==> config.mk <==
export PLATFORM = sky130hd
export DESIGN_NAME = fpdc_ctrl
export DESIGN_NICKNAME = d
export VERILOG_FILES = /design/src/logic/fpdc_pkg.sv /design/src/logic/fpdc_timer_if.sv /design/src/logic/fpdc_ctrl.sv /design/src/logic/fpdc_timer.sv
export VERILOG_INCLUDE_DIRS = /design/src /design/src/logic
export SDC_FILE = /design/constraint.sdc
export NUM_CORES = 1
export LEC_CHECK = 0
export BUFFER_PORTS_ARGS = -buffer_cell sky130_fd_sc_hd__clkbuf_2
export CAP_MARGIN = 5
export CELL_PAD_IN_SITES_DETAIL_PLACEMENT = 1
export CELL_PAD_IN_SITES_GLOBAL_PLACEMENT = 1
export CORE_MARGIN = 1.5
export CORE_UTILIZATION = 40
export DETAILED_ROUTE_END_ITERATION = 6
export PLACE_DENSITY_LB_ADDON = 0.3
export SLEW_MARGIN = 15
export SYNTH_ARGS = -nofsm -noshare
export SYNTH_HDL_FRONTEND = slang
export SYNTH_SLANG_ARGS = --single-unit
==> constraint.sdc <==
create_clock -name mclk_in -period 2.8 [get_ports mclk_in]
set_input_delay 0.56 -clock mclk_in [delete_from_list [all_inputs] [get_ports mclk_in]]
set_output_delay 0.56 -clock mclk_in [all_outputs]
set_load 0.02 [all_outputs]
==> src/logic/fpdc_defines.svh <==
// Timing and layout constants for the fast-page DRAM module controller
`ifndef FPDC_DEFINES_SVH
`define FPDC_DEFINES_SVH
`define FPDC_CLK_NS 8
`define FPDC_ROW_BITS 12
`define FPDC_COL_BITS 10
`define FPDC_ADDR_BITS 22
`define FPDC_DATA_BITS 72
`define FPDC_MUX_BITS 11
`define FPDC_REF_ROWS 2048
`define FPDC_REF_PERIOD_MS 32
`define FPDC_REF_INTERVAL_CYC ((`FPDC_REF_PERIOD_MS * 1000000) / `FPDC_REF_ROWS / `FPDC_CLK_NS)
`define FPDC_PWRUP_US 100
`define FPDC_PWRUP_CYC ((`FPDC_PWRUP_US * 1000) / `FPDC_CLK_NS + 1)
`define FPDC_INIT_REFRESHES 8
`define FPDC_TRAS_NS 60
`define FPDC_TRAS_CYC ((`FPDC_TRAS_NS + `FPDC_CLK_NS - 1) / `FPDC_CLK_NS)
`define FPDC_TRP_NS 40
`define FPDC_TRP_CYC ((`FPDC_TRP_NS + `FPDC_CLK_NS - 1) / `FPDC_CLK_NS)
`define FPDC_TRCD_NS 20
`define FPDC_TRCD_CYC ((`FPDC_TRCD_NS + `FPDC_CLK_NS - 1) / `FPDC_CLK_NS)
`define FPDC_TCAS_NS 20
`define FPDC_TCAS_CYC ((`FPDC_TCAS_NS + `FPDC_CLK_NS - 1) / `FPDC_CLK_NS)
`define FPDC_TCP_NS 20
`define FPDC_TCP_CYC ((`FPDC_TCP_NS + `FPDC_CLK_NS - 1) / `FPDC_CLK_NS)
`define FPDC_TCSR_NS 5
`define FPDC_TCSR_CYC ((`FPDC_TCSR_NS + `FPDC_CLK_NS - 1) / `FPDC_CLK_NS)
`define FPDC_PAGE_ROW_ACTIVE_MAX_NS 125000
`define FPDC_PAGE_ROW_ACTIVE_MAX_CYC (`FPDC_PAGE_ROW_ACTIVE_MAX_NS / `FPDC_CLK_NS)
`define FPDC_TRASN_NS 10000
`define FPDC_TRASN_CYC (`FPDC_TRASN_NS / `FPDC_CLK_NS)
`define FPDC_PD_GRADE60 8'h6B
`endif

==> src/logic/fpdc_pkg.sv <==
// Types for the fast-page DRAM module controller
package fpdc_pkg;
    typedef enum logic [7:0] {
        FPDC_WAIT_PWR = 8'h01,
        FPDC_INIT_REF = 8'h02,
        FPDC_IDLE = 8'h04,
        FPDC_ROW = 8'h08,
        FPDC_COL = 8'h10,
        FPDC_COL_PRE = 8'h20,
        FPDC_PRECH = 8'h40,
        FPDC_CBR = 8'h80
    } fpdc_state_e;
endpackage

==> src/logic/fpdc_timer_if.sv <==
// Load and done signals between the sequencer and its delay timer
`timescale 1ns/10ps
`default_nettype none
interface fpdc_timer_if;
    logic load;
    logic [16:0] count;
    logic done;
    modport owner (output load, output count, input done);
    modport timer (input load, input count, output done);
endinterface
`default_nettype wire

==> src/logic/fpdc_ctrl.sv <==
// Host controller driving a 72-bit fast-page DRAM module
`include "fpdc_defines.svh"
`timescale 1ns/10ps
`default_nettype none
// Summary of operation
// Each access moves one full 72-bit word
// Issue 2048 refreshes every 32 ms
// Module accepts CBR, row-only, hidden refresh
// Wait over 100 us, eight dummy refreshes
// Presence pins report speed grade pattern
// Detect gate enables presence pattern
// Identity pins read as ground
// Row and column on eleven plus one addresses
// 72 shared data lines, both directions
// Two active-low row strobes
// Two active-low column strobes per half; the code drives one per half (col_strobe_n_a_out, col_strobe_n_b_out)
// Two active-low write enables
// Two active-low output enables
// Row low limits 10000 ns, 125000 ns page
// Page column spacing at least 40 ns
// Early write keeps module outputs off
// Read command hold met at column strobe
// CBR refresh needs no row address
module fpdc_ctrl
    import fpdc_pkg::*;
#(
    parameter int PWRUP_CYC = `FPDC_PWRUP_CYC,
    parameter int REF_INTERVAL_CYC = `FPDC_REF_INTERVAL_CYC,
    parameter int PAGE_ROW_ACTIVE_MAX_CYC = `FPDC_PAGE_ROW_ACTIVE_MAX_CYC,
    parameter int TRASN_CYC = `FPDC_TRASN_CYC
) (
    input wire logic mclk_in,
    input wire logic rst_in,
    input wire logic req_valid_in,
    input wire logic req_write_in,
    input wire logic [`FPDC_ADDR_BITS-1:0] req_addr_in,
    input wire logic [`FPDC_DATA_BITS-1:0] req_wdata_in,
    output logic req_ready_out,
    output logic rd_valid_out,
    output logic [`FPDC_DATA_BITS-1:0] rd_data_out,
    output logic init_done_out,
    output logic [7:0] grade_out,
    output logic ident_low_out,
    output logic [`FPDC_MUX_BITS-1:0] mux_addr_out,
    output logic extra_addr_bit_out,
    output logic row_strobe_n_a_out,
    output logic row_strobe_n_b_out,
    output logic col_strobe_n_a_out,
    output logic col_strobe_n_b_out,
    output logic write_en_n_a_out,
    output logic write_en_n_b_out,
    output logic out_en_n_a_out,
    output logic out_en_n_b_out,
    output logic detect_gate_n_out,
    input wire logic [7:0] detect_pattern_in,
    input wire logic ident_pin_a_in,
    input wire logic ident_pin_b_in,
    input wire logic [`FPDC_DATA_BITS-1:0] dq_in,
    output logic [`FPDC_DATA_BITS-1:0] dq_out,
    output logic dq_oe_out
);
    fpdc_timer_if tif ();
    fpdc_timer fpdc_timer_inst (.mclk_in(mclk_in), .rst_in(rst_in), .tmr(tif));

    fpdc_state_e state;
    logic [16:0] tload;
    logic tgo;
    logic [3:0] init_cnt;
    logic [31:0] ref_cnt;
    logic ref_pend;
    logic [16:0] ras_cnt;
    logic [`FPDC_ROW_BITS-1:0] open_row;
    logic cur_write;
    logic [`FPDC_COL_BITS-1:0] cur_col;
    logic [`FPDC_DATA_BITS-1:0] dq_s1, dq_s2;
    logic [7:0] pd_s1, pd_s2;
    logic [1:0] id_s1, id_s2;
    logic rd_take;
    logic rd_pipe;
    logic [`FPDC_ROW_BITS-1:0] req_row;

    assign req_row = req_addr_in[`FPDC_ADDR_BITS-1:`FPDC_COL_BITS];
    assign tif.load = tgo;
    assign tif.count = tload;

    // Pin inputs pass two flip-flops
    always_ff @(posedge mclk_in) begin
        dq_s1 <= dq_in;
        dq_s2 <= dq_s1;
        pd_s1 <= detect_pattern_in;
        pd_s2 <= pd_s1;
        id_s1 <= {ident_pin_b_in, ident_pin_a_in};
        id_s2 <= id_s1;
    end

    always_ff @(posedge mclk_in) begin
        if (rst_in) begin
            detect_gate_n_out <= 1'b1;
            grade_out <= 8'h00;
            ident_low_out <= 1'b0;
        end else begin
            detect_gate_n_out <= 1'b0;
            grade_out <= pd_s2;
            ident_low_out <= (id_s2 == 2'h0);
        end
    end

    // Refresh interval timer
    always_ff @(posedge mclk_in) begin
        if (rst_in) begin
            ref_cnt <= 32'h00000000;
            ref_pend <= 1'b0;
        end else begin
            if (ref_cnt >= 32'(REF_INTERVAL_CYC - 1)) begin
                ref_cnt <= 32'h00000000;
            end else begin
                ref_cnt <= ref_cnt + 32'h00000001;
            end
            if (ref_cnt >= 32'(REF_INTERVAL_CYC - 1)) begin
                ref_pend <= 1'b1;
            end else if (state == FPDC_CBR && tgo) begin
                ref_pend <= 1'b0;
            end
        end
    end

    // Row-active time counter
    always_ff @(posedge mclk_in) begin
        if (rst_in || row_strobe_n_a_out) begin
            ras_cnt <= 17'h00000;
        end else if (ras_cnt != 17'h1FFFF) begin
            ras_cnt <= ras_cnt + 17'h00001;
        end
    end

    // Main sequencer
    always_ff @(posedge mclk_in) begin
        if (rst_in) begin
            state <= FPDC_WAIT_PWR;
            tgo <= 1'b1;
            tload <= 17'(PWRUP_CYC);
            init_cnt <= 4'h0;
            init_done_out <= 1'b0;
            req_ready_out <= 1'b0;
            row_strobe_n_a_out <= 1'b1;
            row_strobe_n_b_out <= 1'b1;
            col_strobe_n_a_out <= 1'b1;
            col_strobe_n_b_out <= 1'b1;
            write_en_n_a_out <= 1'b1;
            write_en_n_b_out <= 1'b1;
            out_en_n_a_out <= 1'b1;
            out_en_n_b_out <= 1'b1;
            mux_addr_out <= 11'h000;
            extra_addr_bit_out <= 1'b0;
            dq_out <= 72'h0;
            dq_oe_out <= 1'b0;
            open_row <= 12'h000;
            cur_write <= 1'b0;
            cur_col <= 10'h000;
            rd_take <= 1'b0;
        end else begin
            tgo <= 1'b0;
            req_ready_out <= 1'b0;
            rd_take <= 1'b0;
            unique case (state)
                FPDC_WAIT_PWR: begin
                    if (tif.done && !tgo) begin
                        state <= FPDC_CBR;
                        col_strobe_n_a_out <= 1'b0;
                        col_strobe_n_b_out <= 1'b0;
                        tgo <= 1'b1;
                        tload <= 17'(`FPDC_TCSR_CYC);
                    end
                end
                FPDC_CBR: begin
                    if (tif.done && !tgo) begin
                        if (row_strobe_n_a_out) begin
                            // Column strobes fall first; internal counter supplies the row
                            row_strobe_n_a_out <= 1'b0;
                            row_strobe_n_b_out <= 1'b0;
                            tgo <= 1'b1;
                            tload <= 17'(`FPDC_TRAS_CYC);
                        end else begin
                            row_strobe_n_a_out <= 1'b1;
                            row_strobe_n_b_out <= 1'b1;
                            col_strobe_n_a_out <= 1'b1;
                            col_strobe_n_b_out <= 1'b1;
                            state <= FPDC_PRECH;
                            tgo <= 1'b1;
                            tload <= 17'(`FPDC_TRP_CYC);
                            if (!init_done_out) begin
                                init_cnt <= init_cnt + 4'h1;
                            end
                        end
                    end
                end
                FPDC_PRECH: begin
                    if (tif.done && !tgo) begin
                        if (!init_done_out && init_cnt == 4'(`FPDC_INIT_REFRESHES)) begin
                            init_done_out <= 1'b1;
                        end
                        state <= FPDC_IDLE;
                    end
                end
                FPDC_IDLE: begin
                    {extra_addr_bit_out, mux_addr_out} <= req_row; // Set up ahead of the strobe
                    if (!init_done_out || ref_pend) begin
                        state <= FPDC_CBR;
                        col_strobe_n_a_out <= 1'b0;
                        col_strobe_n_b_out <= 1'b0;
                        tgo <= 1'b1;
                        tload <= 17'(`FPDC_TCSR_CYC);
                    end else if (req_valid_in && !req_ready_out && {extra_addr_bit_out, mux_addr_out} == req_row) begin
                        req_ready_out <= 1'b1;
                        open_row <= req_row;
                        cur_write <= req_write_in;
                        cur_col <= req_addr_in[`FPDC_COL_BITS-1:0];
                        dq_out <= req_wdata_in;
                        row_strobe_n_a_out <= 1'b0;
                        row_strobe_n_b_out <= 1'b0;
                        state <= FPDC_ROW;
                        tgo <= 1'b1;
                        tload <= 17'(`FPDC_TRCD_CYC);
                    end
                end
                FPDC_ROW: begin
                    // Column phase; early write has enable low before the strobe
                    mux_addr_out <= {1'b0, cur_col};
                    extra_addr_bit_out <= 1'b0;
                    write_en_n_a_out <= !cur_write;
                    write_en_n_b_out <= !cur_write;
                    out_en_n_a_out <= cur_write;
                    out_en_n_b_out <= cur_write;
                    dq_oe_out <= cur_write;
                    if (tif.done && !tgo) begin
                        col_strobe_n_a_out <= 1'b0;
                        col_strobe_n_b_out <= 1'b0;
                        state <= FPDC_COL;
                        tgo <= 1'b1;
                        tload <= 17'(`FPDC_TCAS_CYC);
                    end
                end
                FPDC_COL: begin
                    if (tif.done && !tgo) begin
                        rd_take <= !cur_write;
                        col_strobe_n_a_out <= 1'b1;
                        col_strobe_n_b_out <= 1'b1;
                        state <= FPDC_COL_PRE;
                        tgo <= 1'b1;
                        tload <= 17'(`FPDC_TCP_CYC);
                    end
                end
                FPDC_COL_PRE: begin
                    // Enables release only after the column strobe rose
                    write_en_n_a_out <= 1'b1;
                    write_en_n_b_out <= 1'b1;
                    out_en_n_a_out <= 1'b1;
                    out_en_n_b_out <= 1'b1;
                    dq_oe_out <= 1'b0;
                    if (tif.done && !tgo) begin
                        if (req_valid_in && !req_ready_out && !ref_pend && req_row == open_row &&
                            ras_cnt < 17'(PAGE_ROW_ACTIVE_MAX_CYC - 16) && ras_cnt < 17'(TRASN_CYC - 16)) begin
                            req_ready_out <= 1'b1;
                            cur_write <= req_write_in;
                            cur_col <= req_addr_in[`FPDC_COL_BITS-1:0];
                            dq_out <= req_wdata_in;
                            state <= FPDC_ROW;
                            tgo <= 1'b1; // Column set-up cycle before the strobe
                            tload <= 17'h00000;
                        end else if (ras_cnt >= 17'(`FPDC_TRAS_CYC)) begin
                            row_strobe_n_a_out <= 1'b1;
                            row_strobe_n_b_out <= 1'b1;
                            state <= FPDC_PRECH;
                            tgo <= 1'b1;
                            tload <= 17'(`FPDC_TRP_CYC);
                        end
                    end
                end
            endcase
        end
    end

    // Read data capture after synchroniser latency
    always_ff @(posedge mclk_in) begin
        if (rst_in) begin
            rd_pipe <= 1'b0;
            rd_valid_out <= 1'b0;
            rd_data_out <= 72'h0;
        end else begin
            rd_pipe <= rd_take;
            rd_valid_out <= rd_pipe;
            if (rd_pipe) begin
                rd_data_out <= dq_s2;
            end
        end
    end
endmodule // fpdc_ctrl
`default_nettype wire

==> src/logic/fpdc_timer.sv <==
// Down counter that times strobe phases
`timescale 1ns/10ps
`default_nettype none
module fpdc_timer (
    input wire logic mclk_in,
    input wire logic rst_in,
    fpdc_timer_if.timer tmr
);
    logic [16:0] remain;
    always_ff @(posedge mclk_in) begin
        if (rst_in) begin
            remain <= 17'h00000;
        end else if (tmr.load) begin
            remain <= tmr.count;
        end else if (remain != 17'h00000) begin
            remain <= remain - 17'h00001;
        end
    end
    assign tmr.done = (remain == 17'h00000) && !tmr.load;
endmodule // fpdc_timer
`default_nettype wire

==> impl_metrics.json, run 1 <==
{
  "status": "complete, no violations",
  "yosys.area_share.simple_pct": 15.9,
  "wl_per_cell_um": 17.0,
  "power_density_nw_per_um2": 746,
  "finalPower_mw": 14.0,
  "cts_setup_buffers": 0,
  "synth_top_family_by_area": "simple AND/OR/NAND/NOR gates",
  "min_from": "dq_in[70]",
  "synth_area_leaders": "dfxtp_1 (61%), mux2i_1 (11%), nand2_1 (6.3%)",
  "wirelength_um": 39000,
  "final-seq-area_sq_um": 8950,
  "worst_pin_slew_ns": 0.909,
  "yosysSeqAreaShare_pct": 60.9,
  "min_path_cells": 1,
  "synth_xor_area_share_pct": 3.81,
  "antenna_found_initial": 0,
  "max_freq_mhz": 391,
  "netlist_instances": 1411,
  "mostFrequentLayoutCell": "dfxtp_1",
  "routabilityCongestion": 0.822,
  "synth_top_area_share_pct": 60.9,
  "holdPathEnd": "dq_s1[70]",
  "cts-root-buf": "clkbuf_16",
  "place_inst": 2209,
  "syn_avg_cell_area_sq_um": 10.4,
  "p_leak_nw": 7.86,
  "setup_violations": 0,
  "finalMaxSlewViolations": 0,
  "relSlewSlack_pct": 37.8,
  "syn_to_final_growth_pct": 27.7,
  "io_pins": 358,
  "fill_cells": 4099,
  "cts_tree": "yes",
  "layout_common_cells": "dfxtp_1 (446), clkbuf_2 (356), nand2_1 (246)",
  "r2r_slack_ns": 0.24,
  "cts_resized": 0,
  "grt_max_degree": 106,
  "r2r-end": "dq_out[39]",
  "grt_pass1_wl_um": 62500,
  "synthAdderAreaFrac_pct": 0.681,
  "synthMuxAreaShare_pct": 10.9,
  "period_needed_ns": 2.56,
  "postCtsHoldBufs": 0,
  "insertion_delay_ns": 0.59,
  "rsz0062_at_grt": "no",
  "portBuffers": 357,
  "finalSetupTns_ns": 0,
  "synth-compound-area-share_pct": 5.02,
  "cp-start-kind": "flip-flop",
  "yosys.cell_types.count": 61,
  "core_area_sq_um": 36400,
  "drtIter0Drc": 352,
  "grt.overflow.total": 0,
  "synth_edf_count": 0,
  "irDropWorstVdd_uv": 563,
  "netlist_area_sq_um": 14700,
  "worstSetupEndpointType": "flip-flop",
  "rr_worst_depth": 8,
  "cts_inserted_buffers": 46,
  "drive_gt1_share_pct": 25.9,
  "std_cell_rows": 70,
  "path_max_fanout": 26,
  "cts_sinks": 447,
  "maxCapViolCount": 0,
  "finalHoldViolations": 0,
  "ys_ff_latch": 447,
  "start_util_pct": 40.4,
  "multi_input_area_sq_um": 5420,
  "dieWidth_um": 195,
  "dr_total_vias": 11081,
  "synthArstFlopShare_pct": 0,
  "cp_data_required_time_ns": 3.31,
  "vias_per_cell": 4.83,
  "drc_errors": 0,
  "path_class": "reg2reg",
  "diodes": 0,
  "hpwl_um": 27000,
  "dp_slack_ns": 0.0160,
  "period_share_pct": 91.3,
  "synth_area_leader_cell": "dfxtp_1",
  "die-height_um": 195,
  "ant_nets": 0,
  "dieArea_sq_um": 37900,
  "fin_ws_ns": 0.243,
  "clock_skew_ns": 0.0428,
  "first_global_vias": 11748,
  "htreeDepth": 2,
  "clkTransAtPathRegs_ns": 0.07,
  "final_nets": 1977,
  "cp.arrival_ns": 3.07,
  "r2r_start": "state[2]",
  "finalNonFillerCells": 2295,
  "ys.flop_type": "dfxtp_1",
  "grtUsageTotal_pct": 20.5,
  "clock_path_buffers": 3,
  "firstDrtPassIters": 4,
  "hp-class": "in2reg",
  "ys_warn_count": 0
}
## power breakdown
part / total (mW) / internal, mW / switching [mW]
Sequential: 6.68 / 6.55 / 0.125
Combinational: 0.744 / 0.315 / 0.430
Clock: 6.59 / 3.93 / 2.66
## Yosys cell counts (3+ instances only)
master and count:
dfxtp_1 447, nand2_1 246, mux2i_1 160, nor2_1 145
clkbuf_1 58, a21oi_1 38, xor2_1 38, o21ai_0 32
xnor2_1 26, nor3_1 24, nand3_1 21, nor4_1 18
nor2b_1 17, inv_1 14, nand4_1 12, a311oi_1 11
and3_1 10, ha_1 8, or3_1 8, buf_4 7
o211ai_1 6, nand2b_1 5, buf_8 4, nand4b_1 4
nor4b_1 4, a21boi_0 3, and2_1 3
## cell families (layout without fill, tap and decap cells)
family          count (synthesis)  count (layout)
flops                         447             447
other cells                     1              21
mux                           160             160
compound gates                114             114
simple gates                  529             529
xor+xnor                       64              64
fa+ha+maj                       8               8
buf+inv                        88             484
## worst max-delay path, stage by stage (launching register included)
cell      delay [ns]
dfxtp_1         0.41
nor3_2          0.37
nand4b_1        0.25
nor3_1          0.38
a21oi_1         0.17
nor3b_4         0.25
buf_12          0.19
buf_12          0.23
mux2i_1         0.23
## cell type report
type / instances / area share, %
Clock buffer: 67 / 7.35
Clock inverter: 19 / 1.58
Sequential cell: 447 / 47.7
Timing Repair Buffer: 383 / 11.1
Inverter: 15 / 0.313
Multi-Input combinational cell: 896 / 28.9
Tap cell: 468 / 3.12
## per-layer routing
layer | share of wire, % | track usage, %
met1 | 41 | 24.1
met4 | 2.6 | 6.89
met2 | 50 | 36.1
met3 | 5.7 | 5.14
met5 | 0 | 0
## how the worst max path moves through the flow
stage | from | end | slack, ns | cells after the start
finish | state[2] | dq_out[39] | 0.24 | 8
CTS | state[2] | dq_out[39] | 0.29 | 8
global route | state[2] | dq_out[1] | 0.06 | 8
detailed placement | req_valid_in | dq_out[39] | 0.02 | 9
floorplan | req_valid_in | dq_out[23] | 0.34 | 8
global placement | req_valid_in | dq_out[42] | 0.07 | 9
## through the flow
step	utilization, %	hold slack [ns]	area [sq um]
after floorplan	-	0.310	14800
after global placement	46.9	0.310	17100
after detailed placement	46.9	0.313	17100
after CTS	51.5	0.0265	18800
after global routing	51.5	0.0357	18800
final	51.5	0.0597	18800
## sequential cells by signal, summed over array words and instances, names as in the netlist, 2 cells and up
signal,cells
dq_s2,72
pd_s2,8
init_cnt,4
mux_addr_out,11
fpdc_timer_inst.remain,17
id_s1,2
id_s2,2
state,7
rd_data_out,72
pd_s1,8
tif.count,5
grade_out,8
cur_col,10
dq_out,72
dq_s1,72
ras_cnt,17
open_row,12
ref_cnt,32
No activity file was read; power rests on OpenSTA's default activity.
==> inputs of run 2 (changes only) <==
--- a/config.mk
+++ b/config.mk
@@ -13,6 +13,7 @@
 export CORE_MARGIN = 1.5
 export CORE_UTILIZATION = 40
 export DETAILED_ROUTE_END_ITERATION = 6
+export GPL_TIMING_DRIVEN = 0
 export PLACE_DENSITY_LB_ADDON = 0.3
 export SLEW_MARGIN = 15
 export SYNTH_ARGS = -nofsm -noshare
==> run 2 against run 1 <==
Sequential power barely moved; first-iteration DRC count rose by 37%; critical path depth rose by 1; global-route usage rose by 1.2 points; via count rose by 2.7%; clock skew fell by 0.0073 ns; non-clock buffer count rose by 52; critical endpoint is now dq_out[20]; die area did not move; critical path type unchanged.
==> impl_metrics.json, run 2 (synthesis gave the netlist of run 1 again) <==
{
  "clock_path_buffers": 3,
  "cts-root-buf": "clkbuf_16",
  "crit_end": "dq_out[20]",
  "irDropWorstVdd_uv": 553,
  "grtUsageTotal_pct": 21.7,
  "dieArea_sq_um": 37900,
  "vias_per_cell": 4.85,
  "ant_nets": 0,
  "cts_tree": "yes",
  "grt_max_degree": 16,
  "r2r_slack_ns": 0.13,
  "std_cell_rows": 70,
  "hp-class": "in2reg",
  "fin_ws_ns": 0.128,
  "power_density_nw_per_um2": 729,
  "clkTransAtPathRegs_ns": 0.06,
  "finalMaxSlewViolations": 0,
  "final_nets": 2029,
  "grt_pass1_wl_um": 65300,
  "cp-start-kind": "flip-flop",
  "worst_pin_slew_ns": 0.842,
  "htreeDepth": 2,
  "layout_common_cells": "dfxtp_1 (447), clkbuf_2 (357), nand2_1 (246)",
  "period_share_pct": 95.4,
  "insertion_delay_ns": 0.60,
  "drc_errors": 0,
  "cp_data_required_time_ns": 3.30,
  "r2r-end": "dq_out[20]",
  "hpwl_um": 30000,
  "dieWidth_um": 195,
  "io_pins": 358,
  "worstSetupEndpointType": "flip-flop",
  "core_area_sq_um": 36400,
  "finalHoldViolations": 0,
  "postCtsHoldBufs": 0,
  "portBuffers": 357,
  "relSlewSlack_pct": 43.8,
  "setup_violations": 0,
  "p_leak_nw": 7.85,
  "clock_skew_ns": 0.0355,
  "cp.arrival_ns": 3.17,
  "min_from": "dq_in[49]",
  "syn_to_final_growth_pct": 28.0,
  "start_util_pct": 40.4,
  "antenna_found_initial": 0,
  "maxCapViolCount": 0,
  "drtIter0Drc": 483,
  "routabilityCongestion": 0.839,
  "path_cells": "nor4_1, nand4_1, a2111oi_4, a21oi_1, nor3b_4, buf_12, buf_6, buf_8, mux2i_1",
  "cts_sinks": 447,
  "cp-startpoint": "ras_cnt[13]",
  "post-route-util_pct": 51.7,
  "diodes": 0,
  "first_global_vias": 12176,
  "mostFrequentLayoutCell": "dfxtp_1",
  "cpPeakStageDelay_ns": 0.45,
  "wl_per_cell_um": 17.6,
  "status": "complete, no violations",
  "r2r_start": "ras_cnt[13]",
  "rr_worst_depth": 9,
  "path_max_fanout": 10,
  "finalSetupTns_ns": 0,
  "rsz0062_at_grt": "no",
  "drive_gt1_share_pct": 24.9,
  "cp_slowest_cell": "a2111oi_4",
  "wirelength_um": 41300,
  "max_freq_mhz": 374,
  "dr_total_vias": 11375,
  "dp_slack_ns": -0.463,
  "period_needed_ns": 2.67,
  "path_class": "reg2reg",
  "die-height_um": 195,
  "grt.overflow.total": 0,
  "firstDrtPassIters": 4,
  "cts_inserted_buffers": 46
}
-- run 2: cell count changes in the layout (fill, tap and decap cells not counted), sizes merged --
cell      previous run  this run
clkinv               9        14
bufinv               5         3
clkbuf             423       479
buf                 27        20
clkinvlp             3         2
-- run 2: what timing repair did --
item | 4_1_cts | 5_1_grt
pin swaps | 2 | 3
setup endpoints to repair | 85 | 85
resized for setup | 3 | 4
setup buffers | 2 | 3
cloned | 0 | 0
-- run 2: layout make-up --
class	count	area (sq um)
clock buffer	64	1320
sequential	447	8950
fill	4184	17600
buffer	73	362
tap	468	586
clock inverter	21	262
inverter	15	56.3
timing repair buffer	362	1840
multi-input combinational	896	5450
-- run 2: report_power, final --
group / switching, mW / internal (mW) / total (mW)
combinational: 0.500 / 0.318 / 0.818
clock: 2.63 / 3.62 / 6.26
sequential: 0.0948 / 6.55 / 6.65
total: 3.23 / 10.5 / 13.7
-- run 2: routing by layer --
metal,up-vias,track usage (%),wire length [um]
met5,-,0,0
met4,0,8.07,1100
met3,64,5.12,2410
met2,250,38.0,20700
met1,5500,25.7,17100
li1,5561,-,-
-- run 2: critical path: cells and delay by family, from the launching register on --
kind            cells  cell delay (ns)
buf+inv             3             0.51
mux                 1             0.23
compound gates      2             0.62
flops               1             0.34
simple gates        3             0.88
-- run 2: worst min-delay path by stage --
stage           endpoint  slack, ns  cells after the start
2_1_floorplan   dq_s2[0]       0.31                      0
3_3_place_gp    pd_s2[5]       0.31                      0
3_5_place_dp   dq_s2[22]       0.31                      0
4_1_cts        dq_s1[45]       0.02                      1
5_1_grt         pd_s1[2]       0.03                      1
6_report       dq_s1[49]       0.06                      1
-- run 2: metrics by stage --
| step | instance area (sq um) | hold WS, ns | total power, mW | cells |
|---|---|---|---|---|
| finish | 18800 | 0.0569 | 13.7 | 2346 |
| global route | 18800 | 0.0284 | 14.3 | 2346 |
| CTS | 18800 | 0.0209 | 13.9 | 2343 |
| detailed placement | 17200 | 0.313 | 7.59 | 2256 |
| global placement | 17200 | 0.310 | 7.55 | 2256 |
| floorplan | 14800 | 0.310 | 7.24 | 1431 |
==> inputs of run 3 (changes only) <==
--- a/config.mk
+++ b/config.mk
@@ -14,6 +14,7 @@
 export CORE_UTILIZATION = 40
 export DETAILED_ROUTE_END_ITERATION = 6
 export GPL_TIMING_DRIVEN = 0
+export HOLD_SLACK_MARGIN = 0.1
 export PLACE_DENSITY_LB_ADDON = 0.3
 export SLEW_MARGIN = 15
 export SYNTH_ARGS = -nofsm -noshare
==> run 3 against run 2 <==
Worst setup slack improved by 0.0065 ns; cell count increased by 3.6%; count of clock-buffer cells in the layout is the same; maximum frequency is 0.24% higher; hold slack gained 0.14 ns; critical path depth did not move; die area unchanged; clock power increased by 1%; utilization increased by 2.3 points; via count rose by 5.2%; design area increased by 4.5%; critical endpoint unchanged; largest power group unchanged.
==> impl_metrics.json, run 3 (synthesis gave the netlist of run 1 again) <==
{
  "seqPwrFrac_pct": 47.8,
  "rr_worst_depth": 9,
  "period_share_pct": 95.2,
  "relSlewSlack_pct": 38.0,
  "swShare_pct": 24.2,
  "drc_errors": 0,
  "die-height_um": 195,
  "first_global_vias": 13074,
  "worstSetupEndpointType": "flip-flop",
  "ant_nets": 0,
  "grtUsageTotal_pct": 24.3,
  "p_leak_nw": 8.21,
  "drtIter0Drc": 427,
  "clock_skew_ns": 0.0365,
  "setup_violations": 0,
  "max_freq_mhz": 375,
  "hpwl_um": 30000,
  "core_area_sq_um": 36400,
  "syn_to_final_growth_pct": 33.8,
  "insertion_delay_ns": 0.60,
  "cts_sinks": 447,
  "p_clk_share_pct": 45.5,
  "place_inst": 2256,
  "antenna_found_initial": 1,
  "cp_data_required_time_ns": 3.30,
  "htreeDepth": 2,
  "p_int_mw": 10.6,
  "period_needed_ns": 2.67,
  "wirelength_um": 46400,
  "path_max_fanout": 10,
  "whs_ns": 0.198,
  "start_util_pct": 40.4,
  "io_pins": 358,
  "final_nets": 2113,
  "power.share.combinational_pct": 6.7,
  "finalNonFillerCells": 2431,
  "routabilityCongestion": 0.839,
  "min_path_cells": 1,
  "cts_tree": "yes",
  "vias_per_cell": 4.92,
  "clkTransAtPathRegs_ns": 0.07,
  "dp_slack_ns": -0.463,
  "dieWidth_um": 195,
  "drive_gt1_share_pct": 24.1,
  "status": "complete, no violations",
  "clock_path_buffers": 3,
  "maxCapViolCount": 0,
  "power_density_nw_per_um2": 709,
  "cts-root-buf": "clkbuf_16",
  "firstDrtPassIters": 5,
  "finalHoldViolations": 0,
  "cts_inserted_buffers": 46,
  "portBuffers": 357,
  "fin_ws_ns": 0.135,
  "p_switching_mw": 3.37,
  "finalSetupTns_ns": 0,
  "layout_common_cells": "dfxtp_1 (447), clkbuf_2 (358), nand2_1 (246)",
  "worst_pin_slew_ns": 0.929,
  "dieArea_sq_um": 37900,
  "finalMaxSlewViolations": 0,
  "grt_max_degree": 16,
  "wl_per_cell_um": 19.1,
  "cp-start-kind": "flip-flop",
  "irDropWorstVdd_uv": 476,
  "mostFrequentLayoutCell": "dfxtp_1",
  "dr_total_vias": 11967,
  "finalPower_mw": 13.9,
  "cp.arrival_ns": 3.16,
  "fill_cells": 4116,
  "grt.overflow.total": 0,
  "rsz0062_at_grt": "no",
  "hp-class": "in2reg",
  "grt_pass1_wl_um": 72300,
  "path_class": "reg2reg",
  "std_cell_rows": 70
}
[run 3: cell count changes in the layout (fill, tap and decap cells not counted), sizes merged]
cell,previous run,this run
dlygate4sd3,0,82
diode,0,1
buf,20,22
[run 3: critical path, stage by stage (launching register included)]
cell       delay, ns
dfxtp_1         0.35
nor4_2          0.38
nand4_1         0.21
a2111oi_4       0.45
a21oi_1         0.18
nor3b_4         0.24
buf_12          0.15
buf_6           0.18
buf_8           0.18
mux2i_1         0.26
[run 3: worst paths after layout]
path	end	from	slack, ns
worst max-delay path	dq_out[20]	ras_cnt[13]	0.13
worst min-delay path	detect_gate_n_out	rst_in	0.20
worst min register to register	dq_s2[5]	dq_s1[5]	0.33
worst max register to register	dq_out[20]	ras_cnt[13]	0.13
[run 3: through the flow]
stage / utilization (%) / instance area (sq um)
2_1_floorplan: - / 14800
3_3_place_gp: 47.1 / 17200
3_5_place_dp: 47.1 / 17200
4_1_cts: 53.8 / 19600
5_1_grt: 54.0 / 19700
6_report: 54.0 / 19700
[run 3: power groups by stage]
stage	Sequential [mW]	Combinational, mW	Clock [mW]
2_1_floorplan	6.77	0.468	0
3_3_place_gp	6.77	0.771	0
3_5_place_dp	6.79	0.801	0
4_1_cts	6.65	0.905	6.42
5_1_grt	6.67	1.02	6.74
6_report	6.66	0.935	6.35
[run 3: what timing repair did]
action,CTS,global route
hold endpoints to repair,82,0
buffers inserted,2,5
gates resized for setup,3,9
hold buffers,82,0
setup endpoints to repair,85,85
pin swaps,2,5
[run 3: final cells by class]
class                           instances  area [sq um]  share of cell area [%]
Multi-Input combinational cell        896          5460                    27.8
Antenna cell                            1          2.50                  0.0127
Timing Repair Buffer                  446          2670                    13.6
Sequential cell                       447          8950                    45.5
Buffer                                 73           363                    1.84
Inverter                               15          56.3                   0.286
Tap cell                              468           586                    2.98
Clock buffer                           64          1320                    6.70
Clock inverter                         21           262                    1.33
[run 3: per-layer routing]
metal / global-route usage [%] / up-vias / routed length [um]
met3: 5.08 / 80 / 2180
met5: 0 / - / 0
met1: 28.0 / 5878 / 19000
met2: 43.5 / 279 / 23800
met4: 9.92 / 0 / 1470
li1: - / 5730 / -
